==> src/common/sbac_map.svh <==
`ifndef SBAC_MAP_SVH
`define SBAC_MAP_SVH
`define SBAC_CTL_OFFSET 12'h000
`define SBAC_DAT_OFFSET 12'h004
`define SBAC_CFG_OFFSET 12'h008
`define SBAC_CTL_RESET 8'h00
`define SBAC_BIT_MODE_HI 7
`define SBAC_BIT_MODE_LO 6
`define SBAC_BIT_LOST 5
`define SBAC_BIT_CLKSEL 4
`define SBAC_BIT_DONE 3
`define SBAC_BIT_RUN 2
`define SBAC_BIT_OVF 1
`define SBAC_BIT_MSB 0
`define SBAC_ARB_SAMPLE_BUS 9'h038
`define SBAC_ARB_SAMPLE_PSC 9'h008
`define SBAC_QUARTER_DIV 2'h3
`endif

==> src/common/sbac_pkg.sv <==
package sbac_pkg;
  typedef enum logic [1:0] {
    SBAC_MODE_IDLE = 2'b00,
    SBAC_MODE_MEASURE = 2'b01,
    SBAC_MODE_ARB = 2'b10,
    SBAC_MODE_RSVD = 2'b11
  } sbac_mode_t;
  typedef struct packed {
    logic rx_line;
    logic internal_tx_output;
    logic prescaler_tick;
  } sbac_line_in_t;
endpackage

==> src/logic/sbac_arbiter.sv <==
`timescale 1ns/1ps
`include "sbac_map.svh"
module sbac_arbiter (
  // APB slave.
  input wire logic pclk,
  input wire logic presetn,
  input wire logic psel,
  input wire logic penable,
  input wire logic pwrite,
  input wire logic [11:0] paddr,
  input wire logic [31:0] pwdata,
  output logic [31:0] prdata,
  output logic pready,
  output logic pslverr,
  // Serial lines.
  input wire sbac_pkg::sbac_line_in_t line_in,
  output logic tx_pin
);
  import sbac_pkg::*;

  // Software-visible state.
  sbac_mode_t mode_reg;
  logic clksel_reg;
  logic lost_reg;
  logic done_reg;
  logic run_reg;
  logic ovf_reg;
  logic [8:0] cnt_reg;
  // Tick divider, line samples and arbitration bookkeeping.
  logic [1:0] div_reg;
  logic rx_q_reg;
  logic tx_q_reg;
  logic armed_reg;
  logic rx_low_seen_reg;

  // Decoded strobes and combinational values.
  logic wr;
  logic ctl_wr;
  logic tick;
  logic base_tick;
  logic rx_fall;
  logic rx_rise;
  logic tx_rise;
  logic tx_fall;
  logic [8:0] sample_pt;
  logic cnt_full;
  logic arb_hit;
  logic mode_arb;
  logic lost_set;
  logic lost_clr;
  logic rd_setup;
  logic [1:0] wr_mode;
  logic wr_clksel;
  logic [7:0] ctl_view;
  logic [7:0] rd_byte;

  assign wr = psel && penable && pwrite;
  assign ctl_wr = wr && (paddr == `SBAC_CTL_OFFSET);
  // Every access completes at once and nothing is refused.
  assign pready = 1'b1;
  assign pslverr = 1'b0;

  // Base tick is one bus cycle or one prescaler output pulse.
  assign base_tick = clksel_reg ? line_in.prescaler_tick : 1'b1;
  assign tick = base_tick && (div_reg == `SBAC_QUARTER_DIV);

  // The divider runs freely, so a start can fall anywhere within a tick.
  // Measured lengths are therefore exact only to one tick, a trade made
  // to keep one shared divider for both clock sources.
  always_ff @(posedge pclk or negedge presetn)
  begin
    if (!presetn)
      div_reg <= 2'h0;
    else if (base_tick)
      div_reg <= div_reg + 2'h1;
  end

  // Samples are taken only on counter ticks so short glitches are filtered.
  assign rx_fall = tick && rx_q_reg && !line_in.rx_line;
  assign rx_rise = tick && !rx_q_reg && line_in.rx_line;
  assign tx_rise = tick && !tx_q_reg && line_in.internal_tx_output;
  assign tx_fall = tick && tx_q_reg && !line_in.internal_tx_output;
  assign sample_pt = clksel_reg ? `SBAC_ARB_SAMPLE_PSC
                                : `SBAC_ARB_SAMPLE_BUS;

  // The counter wraps past 9'h1ff; this compare feeds the overflow flag.
  assign cnt_full = (cnt_reg == 9'h1ff);
  assign arb_hit = armed_reg && (cnt_reg == sample_pt);
  assign mode_arb = (mode_reg == SBAC_MODE_ARB);

  // Both samples reset to the idle high level, so no false edge follows
  // reset.
  always_ff @(posedge pclk or negedge presetn)
  begin
    if (!presetn)
      rx_q_reg <= 1'b1;
    else if (tick)
      rx_q_reg <= line_in.rx_line;
  end

  always_ff @(posedge pclk or negedge presetn)
  begin
    if (!presetn)
      tx_q_reg <= 1'b1;
    else if (tick)
      tx_q_reg <= line_in.internal_tx_output;
  end

  // Software fields.
  assign wr_mode = pwdata[`SBAC_BIT_MODE_HI:`SBAC_BIT_MODE_LO];
  assign wr_clksel = pwdata[`SBAC_BIT_CLKSEL];

  always_ff @(posedge pclk or negedge presetn)
  begin
    if (!presetn)
      mode_reg <= SBAC_MODE_IDLE;
    else if (ctl_wr)
      mode_reg <= sbac_mode_t'(wr_mode);
  end

  always_ff @(posedge pclk or negedge presetn)
  begin
    if (!presetn)
      clksel_reg <= 1'b0;
    else if (ctl_wr)
      clksel_reg <= wr_clksel;
  end

  // Counter, running flag and overflow.
  always_ff @(posedge pclk or negedge presetn)
  begin
    if (!presetn)
    begin
      cnt_reg <= 9'h000;
      run_reg <= 1'b0;
      ovf_reg <= 1'b0;
      done_reg <= 1'b0;
      armed_reg <= 1'b0;
      rx_low_seen_reg <= 1'b0;
    end
    else if (ctl_wr)
    begin
      // A control write restarts the measurement from a clean state.
      cnt_reg <= 9'h000;
      ovf_reg <= 1'b0;
      done_reg <= 1'b0;
      run_reg <= 1'b0;
      armed_reg <= 1'b0;
      rx_low_seen_reg <= 1'b0;
    end
    else
    begin
      unique case (mode_reg)
        SBAC_MODE_MEASURE:
        begin
          // One-shot: once done it stays parked until the next control
          // write, so software can read a stable result.
          if (tick && !done_reg)
          begin
            if (!clksel_reg)
            begin
              if (rx_fall)
              begin
                if (run_reg)
                begin
                  run_reg <= 1'b0;
                  done_reg <= 1'b1;
                end
                else
                  run_reg <= 1'b1;
              end
            end
            else if (!run_reg && !line_in.rx_line)
              run_reg <= 1'b1;
            else if (run_reg && rx_rise)
            begin
              run_reg <= 1'b0;
              done_reg <= 1'b1;
            end
            if (run_reg)
            begin
              cnt_reg <= cnt_reg + 9'h001;
              if (cnt_full)
                ovf_reg <= 1'b1;
            end
          end
        end
        SBAC_MODE_ARB:
        begin
          if (tick)
          begin
            // Every rising edge reloads the bit timer, so each recessive
            // bit gets its own sample.
            if (tx_rise)
            begin
              cnt_reg <= 9'h000;
              run_reg <= 1'b1;
              armed_reg <= 1'b1;
              rx_low_seen_reg <= 1'b0;
            end
            else if (run_reg && tx_fall && !rx_low_seen_reg)
            begin
              cnt_reg <= 9'h000;
              run_reg <= 1'b0;
              armed_reg <= 1'b0;
            end
            else if (run_reg)
            begin
              cnt_reg <= cnt_reg + 9'h001;
              if (cnt_full)
                ovf_reg <= 1'b1;
              if (!line_in.rx_line)
                rx_low_seen_reg <= 1'b1;
              if (arb_hit)
                armed_reg <= 1'b0;
            end
          end
        end
        default:
        begin
          // Idle and the reserved code both hold the counter cleared.
          cnt_reg <= 9'h000;
          run_reg <= 1'b0;
          armed_reg <= 1'b0;
          rx_low_seen_reg <= 1'b0;
        end
      endcase
    end
  end

  // A reload on the sampling tick wins, since the sample belongs to the
  // bit that has just ended.
  assign lost_set = mode_arb && tick && run_reg && arb_hit && !tx_rise &&
    !line_in.rx_line;
  assign lost_clr = ctl_wr && !pwdata[`SBAC_BIT_MODE_HI];

  // Lost flag: a new loss in the clearing cycle still wins.
  always_ff @(posedge pclk or negedge presetn)
  begin
    if (!presetn)
      lost_reg <= 1'b0;
    else if (lost_set)
      lost_reg <= 1'b1;
    else if (lost_clr)
      lost_reg <= 1'b0;
  end

  // Driving recessive keeps this node from corrupting the winning frame.
  assign tx_pin = lost_reg ? 1'b1 : line_in.internal_tx_output;

  assign rd_setup = psel && !penable && !pwrite;
  // Control byte as software sees it; the low bit is the counter MSB.
  assign ctl_view = {mode_reg, lost_reg, clksel_reg, done_reg, run_reg,
    ovf_reg, cnt_reg[8]};

  // Read data is captured in the setup cycle so it stays stable for the
  // whole access phase, even while the counter keeps moving.
  always_comb
  begin
    unique case (paddr)
      `SBAC_CTL_OFFSET:
        rd_byte = ctl_view;
      `SBAC_DAT_OFFSET:
        rd_byte = cnt_reg[7:0];
      default:
        rd_byte = 8'h00;
    endcase
  end

  always_ff @(posedge pclk or negedge presetn)
  begin
    if (!presetn)
      prdata <= 32'h0000_0000;
    else if (rd_setup)
      prdata <= {24'h000000, rd_byte};
  end
endmodule // sbac_arbiter

==> config.mk <==
export PLATFORM = sky130hd
export DESIGN_NAME = sbac_arbiter
export DESIGN_NICKNAME = d
export VERILOG_FILES = /design/src/common/sbac_pkg.sv /design/src/logic/sbac_arbiter.sv
export VERILOG_INCLUDE_DIRS = /design/src /design/src/common
export SDC_FILE = /design/constraint.sdc
export NUM_CORES = 1
export LEC_CHECK = 0
export BUFFER_PORTS_ARGS = -buffer_cell sky130_fd_sc_hd__buf_4
export CAP_MARGIN = 30
export CORE_ASPECT_RATIO = 2
export CORE_UTILIZATION = 49
export CTS_BUF_LIST = sky130_fd_sc_hd__clkbuf_8
export CTS_CLUSTER_DIAMETER = 100
export CTS_CLUSTER_SIZE = 10
export DETAILED_ROUTE_END_ITERATION = 8
export GPL_TIMING_DRIVEN = 0
export HOLD_SLACK_MARGIN = 0.03
export PLACE_DENSITY = 0.83
export SLEW_MARGIN = 20
export SYNTH_ARGS = -nofsm -noshare
export SYNTH_HDL_FRONTEND = slang
export SYNTH_SLANG_ARGS = --single-unit
==> constraint.sdc <==
create_clock -name pclk -period 2.6 [get_ports pclk]
set_input_delay 0.26 -clock pclk [delete_from_list [all_inputs] [get_ports pclk]]
set_output_delay 0.26 -clock pclk [all_outputs]
set_load 0.05 [all_outputs]
==> results of run 1 <==
-- per-layer routing --
layer	up-vias	global-route usage, %
met5	-	0
met4	0	13.73
met3	16	4.374
met2	50	45.14
met1	844	23.91
li1	845	-
-- worst paths after layout --
check                      slack, ns  depth (start not counted)         end       start
min                             0.16                          3  clksel_reg   pwdata[4]
max                             0.33                          7     run_reg  clksel_reg
min in group asynchronous       0.44                          2   prdata[2]     presetn
min reg2reg                     0.48                          2   prdata[2]   prdata[2]
max in group asynchronous       1.84                          2    tx_q_reg     presetn
max reg2reg                     0.33                          7     run_reg  clksel_reg
-- cells in the mapped netlist (5+ instances only) --
master / instances
a21oi_1: 8
o21ai_0: 15
buf_4: 26
dfrtp_1: 28
nand2_1: 31
or4_1: 5
clkbuf_1: 8
inv_1: 6
mux2i_1: 11
nand3_1: 7
ha_1: 6
nor2_1: 10
-- worst max-delay path, delay by kind of cell (launching register included) --
kind                   cells  cell delay, ns
AOI/OAI and AO/OA          2            0.55
buffers and inverters      2            0.59
DFF                        1            0.36
muxes                      1            0.23
and+or+nand+nor            2            0.47
-- logic make-up after synthesis --
kind of cell    share of synthesized area [%]
simple gates                            22.72
buf+inv                                 13.26
flops                                   38.74
xor+xnor                                1.352
compound gates                          12.87
other cells                            0.3862
mux                                     6.821
fa+ha+maj                               3.861
-- cell type report --
cell class / count / area [um^2]
Fill cell: 362 / 1401
Multi-Input combinational cell: 171 / 1023
Sequential cell: 30 / 753.2
Inverter: 6 / 22.52
Tap cell: 51 / 63.81
Clock inverter: 3 / 40.04
Buffer: 36 / 235.2
Timing Repair Buffer: 31 / 235.2
Clock buffer: 5 / 68.82
-- power breakdown --
part	internal, mW	switching, mW	total [mW]
clock network	0.282	0.184	0.466
registers	0.492	0.0153	0.508
logic	0.0761	0.135	0.211
-- stage by stage --
step	total power, mW	cells
global route	1.229	333
global placement	0.7226	324
floorplan	0.6746	243
detailed placement	0.7261	324
CTS	1.191	333
finish	1.185	333
-- what timing repair did --
action	4_1_cts	5_1_grt
hold endpoints to repair	28	0
gates resized for setup	0	0
hold buffers	1	0
==> reports/metrics.cfg, run 1 <==
[logic_synthesis]
synth.top_cell.area_share_pct = 36.04
ys_types = 42
yosys.area.top_type = dfrtp_1
synthArstFlopShare_pct = 100.0
synth_edf_count = 0
syn_inst = 219
synth.area.top_cells = dfrtp_1, buf_4, nand2_1
seq_area_frac_synth_pct = 38.74
synthFlopType = dfrtp_1
synth_area_per_cell_um2 = 8.878
syn_area_um2 = 1944
ys_ff_latch = 30
yosysWarnings = 0

[grt]
grt_pass1_vias = 1719
antenna_found_initial = 0
grt_util_all_layers_pct = 24.98
grt_pass1_wl_um = 7665
grt_max_degree = 31
grt_remaining_overflow = 0

[finish]
layout_common_cells = buf_4, nand2_1, dfrtp_1, conb_1, o21ai_0
antenna_cells = 0
largest_reg_flops = 9
layout-drive-gt1-share_pct = 27.30
layout_commonest_cell = buf_4
fin_util_pct = 63.54
synthToLayoutAreaGrowth_pct = 25.61
fin_area_um2 = 2442
layout.nets = 339

[routing]
viasPerCell = 5.270
wl_um = 4527
vias = 1755
met3_length_um = 171
dr.max_layer_used = met4
drc = 0
drt_iter0_drc = 42
dr.pass1.iters = 4
wl_per_cell_um = 13.59
wl_met2_um = 2595
wl_met1_um = 1594
ant_nets = 0

[clock_network]
post_cts_buffers = 0
cts_tree = done
root_buffer = clkbuf_8
cts_made_buffers = 5
cts.path.max_buffers = 2
htree_levels = 2
clk_latency_ns = 0.29
clk_pin_slew_ns = 0.07
clock-sinks = 30

[timing]
fin_crit_ns = 2.272
setup_violations = 0
rsz0062_at_grt = false
fmax_mhz = 440.2
tns_ns = 0
fin_worst_skew_ns = 0.01148
hold_ws_ns = 0.1645
setup_slack_ns = 0.3284
final-hold-violation-count = 0
tightest_slew_ns = 0.5889
final_max_slew_viol_count = 0
fin_crit_sh_pct = 87.37
relSlewSlack_pct = 60.74

[place]
gp_congestion = 0.8795
post-dp-hpwl_um = 3491
io_buffers = 30
place_area_um2 = 2323
preCtsSetupSlack_ns = 0.2637

[floorplanning]
coreArea_um2 = 3844
dieHeight_um = 91.09
row_count = 32
die_w_um = 46.54
initial_core_util_pct = 50.59
ios = 87
die-area_um2 = 4239

[flow_run]
cap_violations = 0

[min_path]
hold_path.class = in2reg

[status]
status = finished, final reports clean

[critical_path]
critPathRequiredTime_ns = 2.82
cp-start-kind = flop
end_kind = flop
cp_common_cell = clkbuf_1
worstPathMaxFanout = 10
cp_cell_sequence = clkbuf_1, nand2b_1, and2_1, clkbuf_1, a21boi_0, a211oi_1, mux2i_1
cpPeakStageDelay_ns = 0.36
cpMaxStageDelayCell = dfrtp_1
path_class = reg2reg
arrival_ns = 2.49

[power_and_ir_drop]
leakagePower_nw = 1.151
peakVddDrop_uv = 357.6
cellPowerDensity_nw_per_um2 = 485.0

No activity file was read; power rests on OpenSTA's default activity.
==> inputs of run 2 (changes only) <==
- RECOVER_POWER: unset -> 25
==> reports/metrics.cfg, run 2 (same netlist as run 1, synthesis figures left out) <==
[finish]
largest_reg_flops = 9  ; unchanged
layout_common_cells = buf_4, nand2_1, dfrtp_1, conb_1, o21ai_0
instances_no_fill = 333  ; unchanged
layout-drive-gt1-share_pct = 26.95  ; -0.35 points
layout_commonest_cell = buf_4
antenna_cells = 0  ; unchanged
layout.nets = 339  ; unchanged
synthToLayoutAreaGrowth_pct = 25.42

[critical_path]
cp_cell_sequence = clkbuf_1, nand2b_1, and2_1, clkbuf_1, a21boi_0, a211oi_1, mux2i_1
cp-start-kind = flop
end_kind = flop
path_class = reg2reg
cp_num_buf_inv = 2  ; unchanged
cpPeakStageDelay_ns = 0.36  ; about the same
critPathRequiredTime_ns = 2.82  ; about the same
ff2ff_path_depth = 7  ; unchanged
cp.depth = 7  ; unchanged
cpMaxStageDelayCell = dfrtp_1
arrival_ns = 2.49  ; about the same
worstPathMaxFanout = 10  ; unchanged
critical_path.top_delay_family = buffers and inverters
cp_common_cell = clkbuf_1

[grt]
antenna_found_initial = 0  ; unchanged
grt_pass1_vias = 1719  ; unchanged
grt_remaining_overflow = 0  ; unchanged
grt_pass1_wl_um = 7665  ; unchanged
grt_util_all_layers_pct = 24.98  ; unchanged
grt_max_degree = 31  ; unchanged

[timing]
fin_crit_ns = 2.272  ; unchanged
setup_violations = 0  ; unchanged
rsz0062_at_grt = false
final-hold-violation-count = 0  ; unchanged
fin_worst_skew_ns = 0.01148  ; unchanged
fin_crit_sh_pct = 87.37  ; unchanged
fmax_mhz = 440.2  ; unchanged
final_max_slew_viol_count = 31  ; +31
tightest_slew_ns = 1.628  ; +1.039 ns
relSlewSlack_pct = -8.556  ; -69 points
tns_ns = 0  ; unchanged

[routing]
wl_um = 4525  ; about the same
ant_nets = 0  ; unchanged
dr.pass1.iters = 4  ; unchanged
wl_per_cell_um = 13.59  ; about the same
drt_iter0_drc = 42  ; unchanged
viasPerCell = 5.270  ; unchanged
drc = 0  ; unchanged
vias = 1755  ; unchanged

[min_path]
hold_path.class = in2reg
hold-path-cell-count = 3  ; unchanged

[floorplanning]
coreArea_um2 = 3844  ; unchanged
ios = 87  ; unchanged
initial_core_util_pct = 50.59  ; unchanged
row_count = 32  ; unchanged
die-area_um2 = 4239  ; unchanged
dieHeight_um = 91.09  ; unchanged
die_w_um = 46.54  ; unchanged

[power_and_ir_drop]
cellPowerDensity_nw_per_um2 = 485.5  ; about the same
leakagePower_nw = 1.148  ; -0.31%
peakVddDrop_uv = 357.6  ; about the same
power_mw = 1.184  ; about the same

[status]
violations = max-capacitance violations, max-slew violations
status = complete, but fails checks

[clock_network]
root_buffer = clkbuf_8
clock-sinks = 30  ; unchanged
post_cts_buffers = 0  ; unchanged
clk_latency_ns = 0.29  ; about the same
cts_made_buffers = 5  ; unchanged
clk_pin_slew_ns = 0.07  ; about the same
cts.path.max_buffers = 2  ; unchanged
cts_tree = done
htree_levels = 2  ; unchanged

[place]
io_buffers = 30  ; unchanged
post-dp-hpwl_um = 3491  ; unchanged
dp.cells = 324  ; unchanged
gp_congestion = 0.8795  ; unchanged

[flow_run]
cap_violations = 1  ; +1

-- run 2: layout make-up --
class | count | area (um^2)
fill | 362 | 1405
multi-input combinational | 171 | 1023
sequential | 30 | 753.2
buffer | 36 | 235.2
timing repair buffer | 31 | 231.5
clock buffer | 5 | 68.82
tap | 51 | 63.81
clock inverter | 3 | 40.04
inverter | 6 | 22.52
-- run 2: repair_timing --
action                                 4_1_cts  5_1_grt
resized for setup                            0        0
endpoints found under the hold margin       28        0
hold buffers                                 1        0
-- run 2: layer usage --
layer	part of all wire (%)	GRT usage (%)	wire length, um	vias to the layer above
met3	3.8	4.374	171	16
met1	35	23.91	1592	844
met4	3.7	13.73	166	0
met5	0	0	0	-
met2	57	45.14	2594	50
li1	-	-	-	845
-- run 2: report_power, final --
| group | total (mW) | internal [mW] | switching [mW] |
|---|---|---|---|
| Combinational | 0.210 | 0.0754 | 0.135 |
| Clock | 0.466 | 0.282 | 0.184 |
| Sequential | 0.508 | 0.492 | 0.0153 |
| Total | 1.18 | 0.850 | 0.334 |
-- run 2: worst paths after layout --
kind	start	endpoint	slack, ns
max in group asynchronous	presetn	div_reg[1]	0.74
worst max-delay path	clksel_reg	run_reg	0.33
min in group asynchronous	presetn	prdata[2]	0.92
worst max register to register	clksel_reg	run_reg	0.33
worst min-delay path	pwdata[4]	clksel_reg	0.16
worst min register to register	prdata[2]	prdata[2]	0.48
-- run 2: metrics by stage --
step / setup slack (ns) / hold slack [ns] / instance area [um^2] / utilization, %
2_1_floorplan: 0.5515 / -0.03559 / 2034 / -
3_3_place_gp: 0.2824 / 0.2084 / 2323 / 60.45
3_5_place_dp: 0.2637 / 0.2125 / 2323 / 60.45
4_1_cts: 0.3674 / 0.1624 / 2442 / 63.54
5_1_grt: 0.1880 / 0.1844 / 2439 / 63.44
6_report: 0.3284 / 0.1645 / 2439 / 63.44
-- run 2: worst register-to-register path, cell delays in order, from the launching register on --
cell and delay (ns):
dfrtp_1 0.36, clkbuf_1 0.23, nand2b_1 0.28, and2_1 0.19, clkbuf_1 0.36, a21boi_0 0.21
a211oi_1 0.34, mux2i_1 0.23
==> inputs of run 3 (changes only) <==
- PLACE_DENSITY: 0.83 -> unset
- PLACE_DENSITY_LB_ADDON: unset -> 0.05
==> reports/metrics.cfg, run 3 (same netlist as run 1, synthesis figures left out) <==
[routing]
ant_nets = 0  ; unchanged
dr.pass1.iters = 4  ; unchanged
wl_per_cell_um = 13.58  ; about the same
drt_iter0_drc = 31  ; -26%
drc = 0  ; unchanged
wl_um = 4521  ; about the same
viasPerCell = 5.117  ; -2.9%
vias = 1704  ; -2.9%

[critical_path]
r2r-start = clksel_reg
path_class = reg2reg
crit_path_start = clksel_reg
ff2ff_path_depth = 7  ; unchanged
worstPathMaxFanout = 10  ; unchanged
cp-start-kind = flop
timing.rr.end = run_reg
arrival_ns = 2.57  ; +0.08 ns
critPathRequiredTime_ns = 2.80  ; -0.02 ns
end_kind = flop
regToRegSetupSlack_ns = 0.23  ; -0.09 ns

[power_and_ir_drop]
cellPowerDensity_nw_per_um2 = 456.6  ; -5.9%
swShare_pct = 29.69  ; +1.4 points
clkPwrFrac_pct = 34.9  ; -4.4 points
switching_power_mw = 0.3282  ; -1.8%
p_seq_share_pct = 46.0  ; +3.1 points
leakagePower_nw = 1.142  ; -0.48%
p_comb_share_pct = 19.1  ; +1.3 points
peakVddDrop_uv = 412.6  ; +15%
p_int_mw = 0.7773  ; -8.5%

[floorplanning]
initial_core_util_pct = 50.59  ; unchanged
ios = 87  ; unchanged
coreArea_um2 = 3844  ; unchanged
die_w_um = 46.54  ; unchanged
row_count = 32  ; unchanged
dieHeight_um = 91.09  ; unchanged
die-area_um2 = 4239  ; unchanged

[flow_run]
cap_violations = 1  ; unchanged

[status]
violations = max-capacitance violations, max-slew violations
status = complete, but fails checks

[grt]
antenna_found_initial = 0  ; unchanged
grt_max_degree = 31  ; unchanged
grt_pass1_wl_um = 7507  ; -2.1%
grt_remaining_overflow = 0  ; unchanged
grt_util_all_layers_pct = 24.44  ; -0.54 points
grt_pass1_vias = 1688  ; -1.8%

[min_path]
min_to = clksel_reg
hold_path.class = in2reg
hp-start = pwdata[4]
hold-path-cell-count = 3  ; unchanged

[timing]
setup_slack_ns = 0.2335  ; -0.09491 ns
fin_crit_ns = 2.367  ; +0.09491 ns
setup_violations = 0  ; unchanged
rsz0062_at_grt = false
tns_ns = 0  ; unchanged
hold_ws_ns = 0.1774  ; +0.01288 ns
fin_crit_sh_pct = 91.02  ; +3.7 points
final_max_slew_viol_count = 31  ; unchanged
fin_worst_skew_ns = 0.005393  ; -0.006091 ns
tightest_slew_ns = 1.627  ; -0.0009896 ns
fmax_mhz = 422.6  ; -4.0%
final-hold-violation-count = 0  ; unchanged
relSlewSlack_pct = -8.490  ; +0.066 points

[clock_network]
cts.path.max_buffers = 2  ; unchanged
clk_latency_ns = 0.28  ; about the same
cts_made_buffers = 5  ; unchanged
clk_pin_slew_ns = 0.06  ; about the same
holdBufCountCts = 1  ; unchanged
post_cts_buffers = 0  ; unchanged
post_cts_resized = 0  ; unchanged
cts_tree = done
root_buffer = clkbuf_8
htree_levels = 2  ; unchanged
clock-sinks = 30  ; unchanged

[finish]
layout.nets = 339  ; unchanged
antenna_cells = 0  ; unchanged
largest_reg_flops = 9  ; unchanged
layout-drive-gt1-share_pct = 26.60  ; -0.35 points
instances_no_fill = 333  ; unchanged
synthToLayoutAreaGrowth_pct = 24.52
layout_common_cells = buf_4, nand2_1, dfrtp_1, conb_1, o21ai_0
layout_commonest_cell = buf_4
fillers = 374  ; +3.3%

[place]
dp.cells = 324  ; unchanged
preCtsSetupSlack_ns = 0.2441  ; -0.01960 ns
post-dp-hpwl_um = 3481  ; -0.28%
io_buffers = 30  ; unchanged
gp_congestion = 0.8492  ; -3.4%

-- run 3: cell types whose count changed in the layout (fill, tap and decap cells not counted) --
cell       previous run  this run
clkbuf_8              5         6
inv_1                 6         7
clkinv_2              2         1
bufinv_16             1         0
-- run 3: layer usage --
layer  wire, um  up-vias  GRT usage (%)
li1           -      839              -
met1       1610      788          23.75
met2       2575       62          43.98
met3        173       15          3.579
met4        161        0          13.97
met5          0        -              0
-- run 3: power groups by stage --
| stage | clock, mW | sequential (mW) | combinational [mW] |
|---|---|---|---|
| after global routing | 0.416 | 0.511 | 0.228 |
| after CTS | 0.396 | 0.507 | 0.211 |
| after global placement | 0 | 0.515 | 0.209 |
| after detailed placement | 0 | 0.516 | 0.210 |
| after floorplan | 0 | 0.512 | 0.163 |
| final | 0.386 | 0.508 | 0.211 |
-- run 3: how the worst max path moves through the flow --
stage / to / cells after the start
5_1_grt: cnt_reg[4] / 7
4_1_cts: cnt_reg[3] / 7
3_3_place_gp: cnt_reg[7] / 7
6_report: run_reg / 7
2_1_floorplan: cnt_reg[7] / 6
3_5_place_dp: cnt_reg[7] / 7
-- run 3: layout make-up --
type	count	area [um^2]	area share [%]
repair buffers	31	231.5	9.561
plain buffers	36	235.2	9.716
multi-input cells	171	1023	42.27
inverters	6	22.52	0.9302
clock inverters	2	8.758	0.3618
well taps	51	63.81	2.636
flip-flops and latches	30	753.2	31.11
clock buffers	6	82.58	3.411
-- run 3: metrics by stage --
step                cell area (um^2)  power (mW)  utilization, %
finish                          2421       1.106           62.99
global route                    2421       1.154           62.99
CTS                             2425       1.114           63.09
detailed placement              2323      0.7257           60.45
global placement                2323      0.7238           60.45
floorplan                       2034      0.6746               -
-- run 3: worst max-delay path, cell delays in order, from the launching register on --
cell and delay (ns):
dfrtp_1 0.35, clkbuf_1 0.24, nand2b_1 0.30, and2_1 0.20, clkbuf_1 0.36, a21boi_0 0.25
a211oi_1 0.36, mux2i_1 0.23
